## src/rtl/dswp_pkg.sv

```systemverilog
// Purpose: constants for the serial write port of a 16-bit converter
// Assumes: one 200 MHz system clock; link pins sampled by it
// Notes: the frame is 24 bits, most significant bit first
//
// Summary of operation
// [RULE1] a frame starts when the host drives frame select low; shifting is then enabled
// [RULE2] each falling shift-clock edge in a frame shifts one data bit into 24 bits
// [RULE3] on the 24th falling edge the output register is updated
// [RULE4] frame select rising before the 24th edge aborts; output and mode stay unchanged
// [RULE5] frame: six ignored bits, two power-mode bits, then sixteen data bits
// [RULE6] host must raise frame select between frames; only its falling edge starts one
// [RULE7] after reset the output holds midscale until the first complete frame
// [RULE8] the first bit sampled ends in the top position of the register
package dswp_pkg;
    // ------------------------------------------------------------
    // frame layout
    // ------------------------------------------------------------
    localparam int unsigned DSWP_FRAME_BITS = 24;
    localparam int unsigned DSWP_CODE_BITS = 16;
    localparam int unsigned DSWP_MODE_HI_POS = 17;
    localparam int unsigned DSWP_MODE_LO_POS = 16;
    localparam logic [4:0] DSWP_LAST_BIT = 5'h17;
    localparam logic [4:0] DSWP_CNT_ZERO = 5'h00;
    localparam logic [4:0] DSWP_CNT_ONE = 5'h01;

    // ------------------------------------------------------------
    // reset values
    // ------------------------------------------------------------
    // two's complement code zero sits at midscale
    localparam logic [15:0] DSWP_MIDSCALE = 16'h0000;
    localparam logic DSWP_MODE_NORMAL = 1'b0;
    localparam logic [23:0] DSWP_SR_RESET = 24'h000000;
    // frame select idles high, so its synchroniser resets high
    localparam logic [2:0] DSWP_SYNC_RESET = 3'h1;

    // ------------------------------------------------------------
    // frame state, one-hot
    // ------------------------------------------------------------
    typedef enum logic [2:0] {
        DSWP_IDLE = 3'b001,
        DSWP_SHIFT = 3'b010,
        DSWP_DONE = 3'b100
    } dswp_state_t;
endpackage

```

## src/rtl/dswp_pins_if.sv

```systemverilog
// Purpose: carries the link pins into and out of the synchroniser
// Assumes: synced is on ref_clk_i; raw carries the asynchronous pins
// Notes: bit 0 frame select (low active), bit 1 shift clock, bit 2 data
`timescale 1ns/1ps
interface dswp_pins_if;
    logic [2:0] raw;
    logic [2:0] synced;
    modport sync_side (input raw, output synced);
    modport core_side (output raw, input synced);
endinterface

```

## src/rtl/dswp_core.sv

```systemverilog
// Purpose: serial write port, 24-bit frames into code and power mode
// Assumes: shift clock much slower than ref_clk_i (160 ns in the bench)
// Notes: pins pass the synchroniser; edges found from its output
`timescale 1ns/1ps
module dswp_core (
    // clock and reset
    input wire logic ref_clk_i,
    input wire logic rstn_i,
    // link pins
    input wire logic frame_sel_n_i,
    input wire logic shift_clk_i,
    input wire logic ser_data_i,
    // converter side
    output logic [15:0] dac_code_o,
    output logic power_mode_bit_hi_o,
    output logic power_mode_bit_lo_o,
    output logic update_o,
    output logic abort_o,
    output logic frame_active_o
);
    dswp_pins_if pins ();

    logic sel_n_s;
    logic sclk_s;
    logic din_s;
    logic sel_n_d_r;
    logic sclk_d_r;
    logic sel_fall;
    logic sel_rise;
    logic sclk_fall;
    logic complete;
    logic aborting;
    logic [23:0] sr_r;
    logic [23:0] sr_nxt;
    logic [4:0] cnt_r;
    logic seen_update_r;
    dswp_pkg::dswp_state_t st_r;
    dswp_pkg::dswp_state_t st_nxt;

    // ------------------------------------------------------------
    // pin synchronisation and edge detection
    // ------------------------------------------------------------
    assign pins.raw = {ser_data_i, shift_clk_i, frame_sel_n_i};

    dswp_sync u_sync (
        .ref_clk_i(ref_clk_i),
        .rstn_i(rstn_i),
        .pins(pins)
    );

    assign sel_n_s = pins.synced[0];
    assign sclk_s = pins.synced[1];
    assign din_s = pins.synced[2];

    always_ff @(posedge ref_clk_i or negedge rstn_i) begin
        if (!rstn_i) begin
            sel_n_d_r <= dswp_pkg::DSWP_SYNC_RESET[0];
            sclk_d_r <= dswp_pkg::DSWP_SYNC_RESET[1];
        end else begin
            sel_n_d_r <= sel_n_s;
            sclk_d_r <= sclk_s;
        end
    end

    assign sel_fall = sel_n_d_r && !sel_n_s;
    assign sel_rise = !sel_n_d_r && sel_n_s;
    assign sclk_fall = sclk_d_r && !sclk_s;

    // a 24th edge coinciding with the select rise still completes
    assign complete = (st_r == dswp_pkg::DSWP_SHIFT) && sclk_fall
        && (cnt_r == dswp_pkg::DSWP_LAST_BIT); // RULE3
    assign aborting = (st_r == dswp_pkg::DSWP_SHIFT) && sel_rise && !complete; // RULE4

    // msb first: new bit enters at the bottom and walks upward
    assign sr_nxt = {sr_r[dswp_pkg::DSWP_FRAME_BITS-2:0], din_s}; // RULE8

    // ------------------------------------------------------------
    // frame state
    // ------------------------------------------------------------
    always_comb begin
        st_nxt = st_r;
        case (st_r)
            dswp_pkg::DSWP_IDLE: begin
                if (sel_fall) begin
                    st_nxt = dswp_pkg::DSWP_SHIFT; // RULE1
                end
            end
            dswp_pkg::DSWP_SHIFT: begin
                if (complete) begin
                    st_nxt = sel_rise ? dswp_pkg::DSWP_IDLE : dswp_pkg::DSWP_DONE;
                end else if (sel_rise) begin
                    st_nxt = dswp_pkg::DSWP_IDLE; // RULE4
                end
            end
            dswp_pkg::DSWP_DONE: begin
                // only a fresh falling select starts the next frame
                if (sel_rise) begin
                    st_nxt = dswp_pkg::DSWP_IDLE; // RULE6
                end
            end
            default: begin
                st_nxt = dswp_pkg::DSWP_IDLE;
            end
        endcase
    end

    always_ff @(posedge ref_clk_i or negedge rstn_i) begin
        if (!rstn_i) begin
            st_r <= dswp_pkg::DSWP_IDLE;
        end else begin
            st_r <= st_nxt;
        end
    end

    // ------------------------------------------------------------
    // shift register and bit count
    // ------------------------------------------------------------
    always_ff @(posedge ref_clk_i or negedge rstn_i) begin
        if (!rstn_i) begin
            sr_r <= dswp_pkg::DSWP_SR_RESET;
            cnt_r <= dswp_pkg::DSWP_CNT_ZERO;
        end else if (st_r != dswp_pkg::DSWP_SHIFT || aborting) begin
            // partial frame is thrown away
            sr_r <= dswp_pkg::DSWP_SR_RESET; // RULE4
            cnt_r <= dswp_pkg::DSWP_CNT_ZERO;
        end else if (sclk_fall) begin
            sr_r <= sr_nxt; // RULE2
            cnt_r <= cnt_r + dswp_pkg::DSWP_CNT_ONE;
        end
    end

    // ------------------------------------------------------------
    // output register and power mode
    // ------------------------------------------------------------
    always_ff @(posedge ref_clk_i or negedge rstn_i) begin
        if (!rstn_i) begin
            dac_code_o <= dswp_pkg::DSWP_MIDSCALE; // RULE7
            power_mode_bit_hi_o <= dswp_pkg::DSWP_MODE_NORMAL;
            power_mode_bit_lo_o <= dswp_pkg::DSWP_MODE_NORMAL;
        end else if (complete) begin
            dac_code_o <= sr_nxt[dswp_pkg::DSWP_CODE_BITS-1:0]; // RULE5
            power_mode_bit_hi_o <= sr_nxt[dswp_pkg::DSWP_MODE_HI_POS]; // RULE5
            power_mode_bit_lo_o <= sr_nxt[dswp_pkg::DSWP_MODE_LO_POS]; // RULE5
        end
    end

    always_ff @(posedge ref_clk_i or negedge rstn_i) begin
        if (!rstn_i) begin
            update_o <= 1'b0;
            abort_o <= 1'b0;
            seen_update_r <= 1'b0;
        end else begin
            update_o <= complete; // RULE3
            abort_o <= aborting; // RULE4
            seen_update_r <= seen_update_r || complete;
        end
    end

    assign frame_active_o = (st_r == dswp_pkg::DSWP_SHIFT);
endmodule

```

## src/rtl/dswp_sync.sv

```systemverilog
// Purpose: two flip-flop synchroniser for the link pins
// Assumes: pins are asynchronous to ref_clk_i
// Notes: first stage feeds only the second stage
`timescale 1ns/1ps
module dswp_sync (
    // clock and reset
    input wire logic ref_clk_i,
    input wire logic rstn_i,
    // pins
    dswp_pins_if.sync_side pins
);
    logic [2:0] meta_r;
    logic [2:0] stable_r;

    always_ff @(posedge ref_clk_i or negedge rstn_i) begin
        if (!rstn_i) begin
            meta_r <= dswp_pkg::DSWP_SYNC_RESET;
            stable_r <= dswp_pkg::DSWP_SYNC_RESET;
        end else begin
            meta_r <= pins.raw;
            stable_r <= meta_r;
        end
    end

    assign pins.synced = stable_r;
endmodule

```

## config.mk

```make
export PLATFORM = sky130hd
export DESIGN_NAME = dswp_core
export DESIGN_NICKNAME = d
export VERILOG_FILES = /design/src/rtl/dswp_pkg.sv /design/src/rtl/dswp_pins_if.sv /design/src/rtl/dswp_core.sv /design/src/rtl/dswp_sync.sv
export SDC_FILE = /design/constraint.sdc
export NUM_CORES = 1
export LEC_CHECK = 0
export BUFFER_PORTS_ARGS = -buffer_cell sky130_fd_sc_hd__buf_4
export CORE_MARGIN = 2
export CORE_UTILIZATION = 58
export DETAILED_ROUTE_END_ITERATION = 10
export PLACE_DENSITY = 0.84
export SETUP_SLACK_MARGIN = 0.5
export SLEW_MARGIN = 20
export SYNTH_ARGS = -nofsm -noshare
export SYNTH_HDL_FRONTEND = slang
export SYNTH_HIERARCHICAL = 1
export SYNTH_SLANG_ARGS = --single-unit
```

## constraint.sdc

```tcl
create_clock -name ref_clk_i -period 2.8 [get_ports ref_clk_i]
set_clock_uncertainty 0.1 [all_clocks]
set_input_delay 0.14 -clock ref_clk_i [delete_from_list [all_inputs] [get_ports ref_clk_i]]
set_output_delay 0.14 -clock ref_clk_i [all_outputs]
set_load 0.01 [all_outputs]
```

### After elaboration in Yosys (flattened, before gate mapping)

Index checks and enable logic that the tools add are counted.
Widths: inputs -> output; s select.

* memories kept: 0
* latch bits: 0
* bits in writable memories: 0
* output and inout bits: 21
* flip-flop bits (word level): 53
* bits in read-only memories: 0

* magnitude comparators: 0
* add/subtract/negate cells: 1
* bitwise logic cells: 0
* multiplexer cells: 9
* divide/modulo/power cells: 0
* multiply operators: 0
* equality and inequality tests: 6
* shift-type cells: 0
* reductions and logical operators: 13

Operators with widths (count)
* $mux 17: 2
* $mux 3: 4
* $mux 5: 2
* $pmux 3 s3: 1
* $logic_and 1x1->1: 7
* $add 5x1->5 const B: 1
* $eq 5x5->1 const B: 1
* $logic_not 1->1: 4
* $eq 3x1->1 const B: 1
* $eq 3x2->1 const B: 1
* $eq 3x3->1 const B: 1
* $ne 3x2->1 const B: 1
* $ne 2x2->1 const B: 1
* $reduce_bool 2->1: 1
* $logic_or 1x1->1: 1

### Logic depth before layout (Yosys ltp)

Gate-level depths: netlist of run 1.

* word-level depth: 8
* mapped depth: 6

### By module

The synthesis of run 1 kept the hierarchy.

By module, submodules not included
* dswp_core: times used 1, cells an instance 141, area an instance 2009.4 um^2
* dswp_sync: times used 1, cells an instance 6, area an instance 152.6 um^2

### Worst setup path after synthesis of run 1

OpenSTA, ideal clock, no wires.

* path type: flip-flop to flip-flop
* start point: register cnt_r[0]
* end point: register dac_code_o[10]
* setup slack: 1.177 ns
* stages on the path, launching flop included: 6
* data arrival time: 1.398 ns
* buffers on the path: 1
* setup time: 0.125 ns
* data required time: 2.575 ns
* path through: dfrtp_1 ha_1 and4b_1 nand3_4 buf_6 mux2_4

* cells in the longest elaborated chain, start to end: 2

Ends and longest elaborated chain
* from (decl): RTL line dswp_core.sv:35 `logic [4:0] cnt_r;`
* from (signal assigned): RTL line dswp_core.sv:121 `cnt_r <= dswp_pkg::DSWP_CNT_ZERO;`
* from (signal assigned): RTL line dswp_core.sv:125 `cnt_r <= dswp_pkg::DSWP_CNT_ZERO;`
* from (signal assigned): RTL line dswp_core.sv:128 `cnt_r <= cnt_r + dswp_pkg::DSWP_CNT_ONE;`
* $eq 5x5->1: RTL line dswp_core.sv:71 `&& (cnt_r == dswp_pkg::DSWP_LAST_BIT);`
* $logic_and 1x1->1: RTL line dswp_core.sv:71
* to (signal assigned): RTL line dswp_core.sv:137 `dac_code_o <= dswp_pkg::DSWP_MIDSCALE;`
* to (signal assigned): RTL line dswp_core.sv:141 `dac_code_o <= sr_nxt[dswp_pkg::DSWP_CODE_BITS-1:0];`
* to (decl): RTL line dswp_core.sv:14 `output logic [15:0] dac_code_o,`

Every way passes these cells.
A chain may end at the register's enable or synchronous reset.

### Worst setup path in the final report of run 1

Same ends and word-level chain as after synthesis.

==> results of run 1 <==
[worst reg2reg max path, stage by stage (launching register included)]
cell	delay [ps]
dfrtp_1	390
ha_1	180
and4b_1	290
nand3_4	480
mux2_4	500
[how the worst min path moves through the flow]
stage	startpoint	to	slack, ps	depth (start not counted)
after global routing	u_sync/meta_r[0]	u_sync/pins.synced[0]	270	0
after detailed placement	rstn_i	dac_code_o[3]	110	1
after floorplan	rstn_i	abort_o	-260	0
final	u_sync/meta_r[2]	u_sync/pins.synced[2]	250	0
after global placement	rstn_i	st_r[2]	100	1
after CTS	u_sync/meta_r[2]	u_sync/pins.synced[2]	260	0
[metrics by stage]
step,setup WS [ps],std cells
after floorplan,1180,147
after global placement,830,213
after detailed placement,744,213
after CTS,741,225
after global routing,629,225
final,740,225
[cell families after synthesis]
kind of cell / count (synthesis) / share of synthesized area
fa+ha+maj: 1 / 0.00579
mux: 36 / 0.203
compound gates: 25 / 0.0637
flops: 53 / 0.616
buf+inv: 8 / 0.0301
xor+xnor: 3 / 0.0122
simple gates: 21 / 0.0695
[cell usage in the layout, fill, tap and decap left out, drive strengths merged]
master	n
dfstp	4
nand2b	2
mux2	18
and3	3
xnor2	2
nand3	2
nor3b	1
mux2i	18
nor2b	3
and4b	1
xor2	1
nand3b	1
clkbuf	8
nand2	2
or4	1
or3	2
a211oi	1
a21oi	20
nor2	2
buf	26
and2	1
ha	1
a22oi	2
dfrtp	49
o21ai	2
dlygate4sd3	4
[power by group through the flow]
stage	Combinational [µW]	Clock, µW	Sequential (µW)
5_1_grt	57.1	469	785
3_3_place_gp	46.3	0	798
4_1_cts	53.1	438	784
3_5_place_dp	48.5	0	799
6_report	51.9	426	784
2_1_floorplan	24.4	0	797
[sequential cells by signal, summed over array words and instances, names as in the netlist]
name                 count
sr_r                    17
dac_code_o              16
cnt_r                    5
st_r                     3
u_sync/meta_r            3
u_sync/pins.synced       3
abort_o                  1
power_mode_bit_hi_o      1
power_mode_bit_lo_o      1
sclk_d_r                 1
sel_n_d_r                1
update_o                 1
[per-layer routing]
layer | track usage | up-vias | routed length, µm | share of wire
met5 | 0 | - | 0 | 0
met4 | 0.0755 | 0 | 55 | 0.016
met3 | 0.0573 | 6 | 155 | 0.044
met2 | 0.329 | 30 | 1750 | 0.50
met1 | 0.216 | 612 | 1560 | 0.44
li1 | - | 574 | - | -
[what timing repair did]
action / in CTS / in global routing
hold endpoints to repair: 52 / 0
setup buffers: 0 / 0
gates resized for setup: 0 / 0
hold buffers: 4 / 0
[layout make-up]
class                           count  area (µm²)
Sequential cell                    53        1330
Fill cell                         267        1150
Tap cell                           48        60.1
Clock buffer                        8        90.1
Timing Repair Buffer               30         235
Multi-Input combinational cell     86         768
==> run_results.csv, run 1 <==
group,metric,value,unit
outcome,status,"finished clean",
critical_path,cp_num_cells,4,
critical_path,reg2reg_depth,4,
placed_design,portBuffers,25,
die,die_h,65.1,µm
clock_network,cts_tree,"built",
run,maxCapViolCount,0,
synth,yosys_warnings,6,
pwr,power_density,508,nW/µm²
synth,syn_area_per_cell,14.7,µm²
placed_design,gp_congestion,0.731,
route,drtIter0Drc,63,
global_routing,grt_pass1_wl,6000,µm
min_path,hold_path.class,"flop to flop",
global_routing,grt_max_degree,54,
pwr,switching_power,263,µW
global_routing,grt_pass1_vias,1348,
clock_network,cts_sinks,53,
global_routing,grt_use_total,0.188,
sta,report.final.slew_viol_count,0,
critical_path,cp-end-kind,"flop",
synth,yosys-top-cells-area,"dfrtp_1 57%, mux2_4 10%, mux2i_1 8.3%",
route,first_pass_iters,4,
critical_path,critPathKind,"flop to flop",
sta,rsz0062_at_grt,"false",
sta,whs,254,ps
sta,slew_headroom,0.431,
final_layout,antennaDiodeCount,0,
critical_path,cp_max_fo,41,
pwr,ir_drop,0.000407,V
synth,syn_nets,153,
clock_network,clock_latency,300,ps
route,wirelength,3520,µm
clock_network,root_buffer,"clkbuf_8",
die,num_rows,22,
route,drc,0,
critical_path,cp_slowest_stage_delay,480,ps
global_routing,antenna_found_initial,0,
pwr,combPwrFrac,0.041,
final_layout,layout.nets,182,
synth,async_reset_ff_frac,1.00,
critical_path,reg2reg_from,"cnt_r[0]",
pwr,clock_power_share,0.338,
route,ant_nets,0,
sta,worstMarginPinSlew,854,ps
critical_path,crit_slowest_cell,"nand3_4",
die,die-area,4230,µm²
final_layout,area_growth_syn_to_layout,14.9,%
critical_path,setup.worst_path.start_class,"flop",
critical_path,critPathCapture,"dac_code_o[10]",
final_layout,final_area,2480,µm²
pwr,seqPwrFrac,0.621,
critical_path,path_cells,"ha_1, and4b_1, nand3_4, mux2_4",
synth,synth_ff_type,"dfrtp_1",
synth,synthDistinctLibCells,30,
critical_path,r2r_slack,740,ps
sta,finalSetupViolCount,0,
critical_path,crit_start,"cnt_r[0]",
clock_network,h-tree-depth,2,
die,die_w,65.1,µm
route,wire_per_inst,15.6,µm
critical_path,crit_buf_inv,0,
die,io_pins,26,
pwr,p_int,999,µW
pwr,finalPower,1260,µW
sta,max_freq,0.485,GHz
synth,ys_seq_elements,53,
synth,synth_edf_count,0,
critical_path,crit_required,2880,ps
clock_network,cts_max_path_buffers,2,
synth,syn_area,2160,µm²
synth,synth_commonest_cells,"49 x dfrtp_1, 20 x a21oi_1, 18 x mux2i_1, 15 x mux2_4",
route,vias,1222,
sta,tns,0,ps
clock_network,path_clk_slew,90,ps
die,start_util,0.595,
die,core,3630,µm²
synth,synth_seq_area_share,0.616,
sta,min_period,2060,ps
synth,synth_most_common_cell,"dfrtp_1",
sta,timing.final.crit_share,0.736,
synth,syn_inst,147,
global_routing,gr-total-overflow,0,
route,via_per_inst,5.43,
placed_design,dpl.hpwl,2230,µm
final_layout,layout-drive-gt1-share,0.328,
critical_path,worst_r2r_endpoint,"dac_code_o[10]",
critical_path,cpLargestDelayFamily,"simple AND/OR/NAND/NOR gates",
final_layout,fin_util,0.684,
synth,synth_top_area_frac,0.567,
clock_network,cts-buffers-inserted,5,
sta,finalHoldViolCount,0,
placed_design,place_area,2350,µm²
synth,synth_top_cell_by_area,"dfrtp_1",
pwr,swShare,0.208,
pwr,leakagePower,0.00121,µW
critical_path,worstPathArrival,2140,ps
Power figures use the tool's default switching activity.
==> inputs of run 2 (changes only) <==
--- a/config.mk
+++ b/config.mk
@@ -5,11 +5,12 @@
 export SDC_FILE = /design/constraint.sdc
 export NUM_CORES = 1
 export LEC_CHECK = 0
+export ABC_AREA = 1
 export BUFFER_PORTS_ARGS = -buffer_cell sky130_fd_sc_hd__buf_4
 export CORE_MARGIN = 2
-export CORE_UTILIZATION = 58
+export CORE_UTILIZATION = 57
 export DETAILED_ROUTE_END_ITERATION = 10
-export PLACE_DENSITY = 0.84
+export PLACE_DENSITY = 0.82
 export SETUP_SLACK_MARGIN = 0.5
 export SLEW_MARGIN = 20
 export SYNTH_ARGS = -nofsm -noshare
==> constraint.sdc (replaced) <==
create_clock -name ref_clk_i -period 1.95 [get_ports ref_clk_i]
set_clock_uncertainty 0.1 [all_clocks]
set_input_delay 0.0975 -clock ref_clk_i [delete_from_list [all_inputs] [get_ports ref_clk_i]]
set_output_delay 0.0975 -clock ref_clk_i [all_outputs]
set_load 0.01 [all_outputs]
==> run_results.csv, run 2 <==
group,metric,value,unit
outcome,status,"finished clean",
critical_path,setup.worst_path.start_class,"flop",
global_routing,antenna_found_initial,0,
placed_design,post-place-cells,330,
final_layout,antennaDiodeCount,0,
critical_path,cp_max_fo,5,
final_layout,layout-drive-gt1-share,0.378,
synth,synthDistinctLibCells,23,
sta,finalHoldViolCount,0,
global_routing,gr-total-overflow,0,
synth,synth-compound-area-share,0.0120,
sta,report.final.slew_viol_count,0,
route,drc,0,
sta,setup_ws,431,ps
sta,rsz0062_at_grt,"true",
synth,synth_ff_type,"dfrtp_1",
clock_network,clock_latency,300,ps
sta,worstMarginPinSlew,642,ps
sta,whs,257,ps
sta,timing.final.crit_share,0.779,
critical_path,cp-end-kind,"flop",
pwr,leakagePower,0.00160,µW
global_routing,grt_pass1_wl,9270,µm
final_layout,layout.nets,320,
synth,synth.mux.area_fraction,0,
final_layout,top_register,"sr_r",
clock_network,cts-buffers-inserted,5,
clock_network,cts_sinks,53,
global_routing,grt_use_total,0.275,
route,wirelength,6570,µm
synth,synth_top_area_frac,0.512,
synth,synth_fa_ha_area_frac,0.00522,
die,num_rows,23,
route,first_pass_iters,5,
die,start_util,0.594,
clock_network,root_buffer,"clkbuf_8",
synth,async_reset_ff_frac,1.00,
run,maxCapViolCount,0,
route,wire_per_inst,18.0,µm
route,via_per_inst,5.70,
critical_path,crit_required,2060,ps
route,ant_nets,0,
die,die_w,68.8,µm
synth,ys_seq_elements,53,
clock_network,path_clk_slew,90,ps
final_layout,fin_util,0.801,
synth,synth_commonest_cells,"116 x nand2_1, 49 x dfrtp_1, 26 x inv_1, 24 x nor2_4, 6 x nand3_1",
synth,syn_area_per_cell,9.28,µm²
final_layout,fillers,202,
sta,tns,0,ps
clock_network,cts_tree,"built",
die,core,4030,µm²
die,die-area,4740,µm²
pwr,ir_drop,0.000486,V
die,io_pins,26,
clock_network,cts_max_path_buffers,2,
min_path,hold_path.class,"input port to async pin",
synth,yosys-top-cells-area,"dfrtp_1 51%, nand2_1 18%, nor2_4 11%",
synth,synth_top_family_by_area,"simple AND/OR/NAND/NOR gates",
final_layout,mostFrequentLayoutCell,"nand2_1",
clock_network,h-tree-depth,2,
synth,synth_edf_count,0,
final_layout,multi_input_area,1030,µm²
pwr,power_density,621,nW/µm²
placed_design,dpl.hpwl,2870,µm
placed_design,place_ws,381,ps
route,drtIter0Drc,266,
placed_design,portBuffers,25,
synth,synth_seq_area_share,0.556,
critical_path,critPathKind,"flop to flop",
sta,finalSetupViolCount,0,
final_layout,area_growth_syn_to_layout,34.7,%
synth,syn_nets,264,
synth,yosys_warnings,6,
final_layout,final_cell_mix,"100 x nand2_1, 49 x dfrtp_1, 38 x buf_4",
final_layout,final_cell_count_no_fill,365,
sta,slew_headroom,0.572,
synth,yosys.area_share.xor_xnor,0.00366,
final_layout,largest_reg_flops,17,
critical_path,worstPathArrival,1630,ps
die,die_h,68.8,µm
synth,syn_area,2390,µm²
placed_design,gp_congestion,0.790,
synth,yosys.area_share.simple,0.347,
synth,syn_inst,258,
route,vias,2079,
final_layout,seq_area,1330,µm²
sta,max_freq,0.658,GHz
synth,synth_most_common_cell,"nand2_1",
global_routing,grt_pass1_vias,1883,
sta,min_period,1520,ps
synth,synth_top_cell_by_area,"dfrtp_1",
final_layout,reg_top3,"sr_r (17), dac_code_o (16), cnt_r (5)",
global_routing,grt_max_degree,54,
[run 2: cell types whose count changed in the layout (fill, tap and decap cells not counted), sizes merged, moves of 3 or more]
cell   delta
a21oi    -19
and3      -3
buf      +23
inv      +28
mux2     -18
mux2i    -18
nand2   +116
nand3     +9
nand4     +3
nor2     +28
nor2b     -3
[run 2: area by class of cell]
type | count | area share
Multi-Input combinational cell | 171 | 0.321
Clock inverter | 1 | 0.00931
Sequential cell | 53 | 0.413
Tap cell | 50 | 0.0194
Clock buffer | 7 | 0.0268
Timing Repair Buffer | 55 | 0.176
Inverter | 28 | 0.0349
[run 2: logic make-up after synthesis]
group / count (synthesis)
XOR/XNOR: 1
AND/OR/NAND/NOR: 161
flip-flops: 53
buffers and inverters: 37
adder cells (fa/ha/maj): 1
AO/OA/AOI/OAI: 5
[run 2: power breakdown]
group,internal (µW),switching [µW]
registers,1110,11.6
logic,36.8,73.4
clock network,419,350
total,1570,435
[run 2: worst paths after layout]
check                            startpoint                     to  slack, ps  cells past startpoint
max                                 st_r[0]                sr_r[5]        430                      7
min                                  rstn_i               update_o        260                      2
max reg2reg                         st_r[0]                sr_r[5]        430                      7
min reg2reg                u_sync/meta_r[1]  u_sync/pins.synced[1]        260                      0
max in group asynchronous            rstn_i               cnt_r[3]       1070                      2
min in group ref_clk_i     u_sync/meta_r[1]  u_sync/pins.synced[1]        260                      0
[run 2: worst max-delay path, cell delays in order, from the launching register on]
cell	delay, ps
dfstp_2	570
nor2_2	70
nand2_4	110
a21oi_4	50
nor2_4	210
buf_6	140
buf_12	130
nor2_4	30
[run 2: metrics by stage]
| stage | instance area [µm²] | total power, µW |
|---|---|---|
| 6_report | 3230 | 2000 |
| 5_1_grt | 3230 | 2060 |
| 4_1_cts | 3020 | 1990 |
| 3_5_place_dp | 2640 | 1220 |
| 3_3_place_gp | 2640 | 1220 |
| 2_1_floorplan | 2390 | 1180 |
[run 2: timing repair]
item | CTS | global route
setup endpoints to repair | 41 | 42
buffers inserted | 13 | 4
pin swaps | 9 | 14
endpoints found under the hold margin | 52 | 0
hold buffers | 4 | 0
gates cloned | 4 | 2
resized for setup | 12 | 33
[run 2: layer usage]
| layer | share of wire | wire length, µm | global-route usage | up-vias |
|---|---|---|---|---|
| met5 | 0 | 0 | 0 | - |
| met4 | 0.054 | 355 | 0.110 | 0 |
| met3 | 0.079 | 518 | 0.0519 | 43 |
| met2 | 0.47 | 3090 | 0.462 | 124 |
| met1 | 0.40 | 2610 | 0.350 | 1026 |
| li1 | - | - | - | 886 |
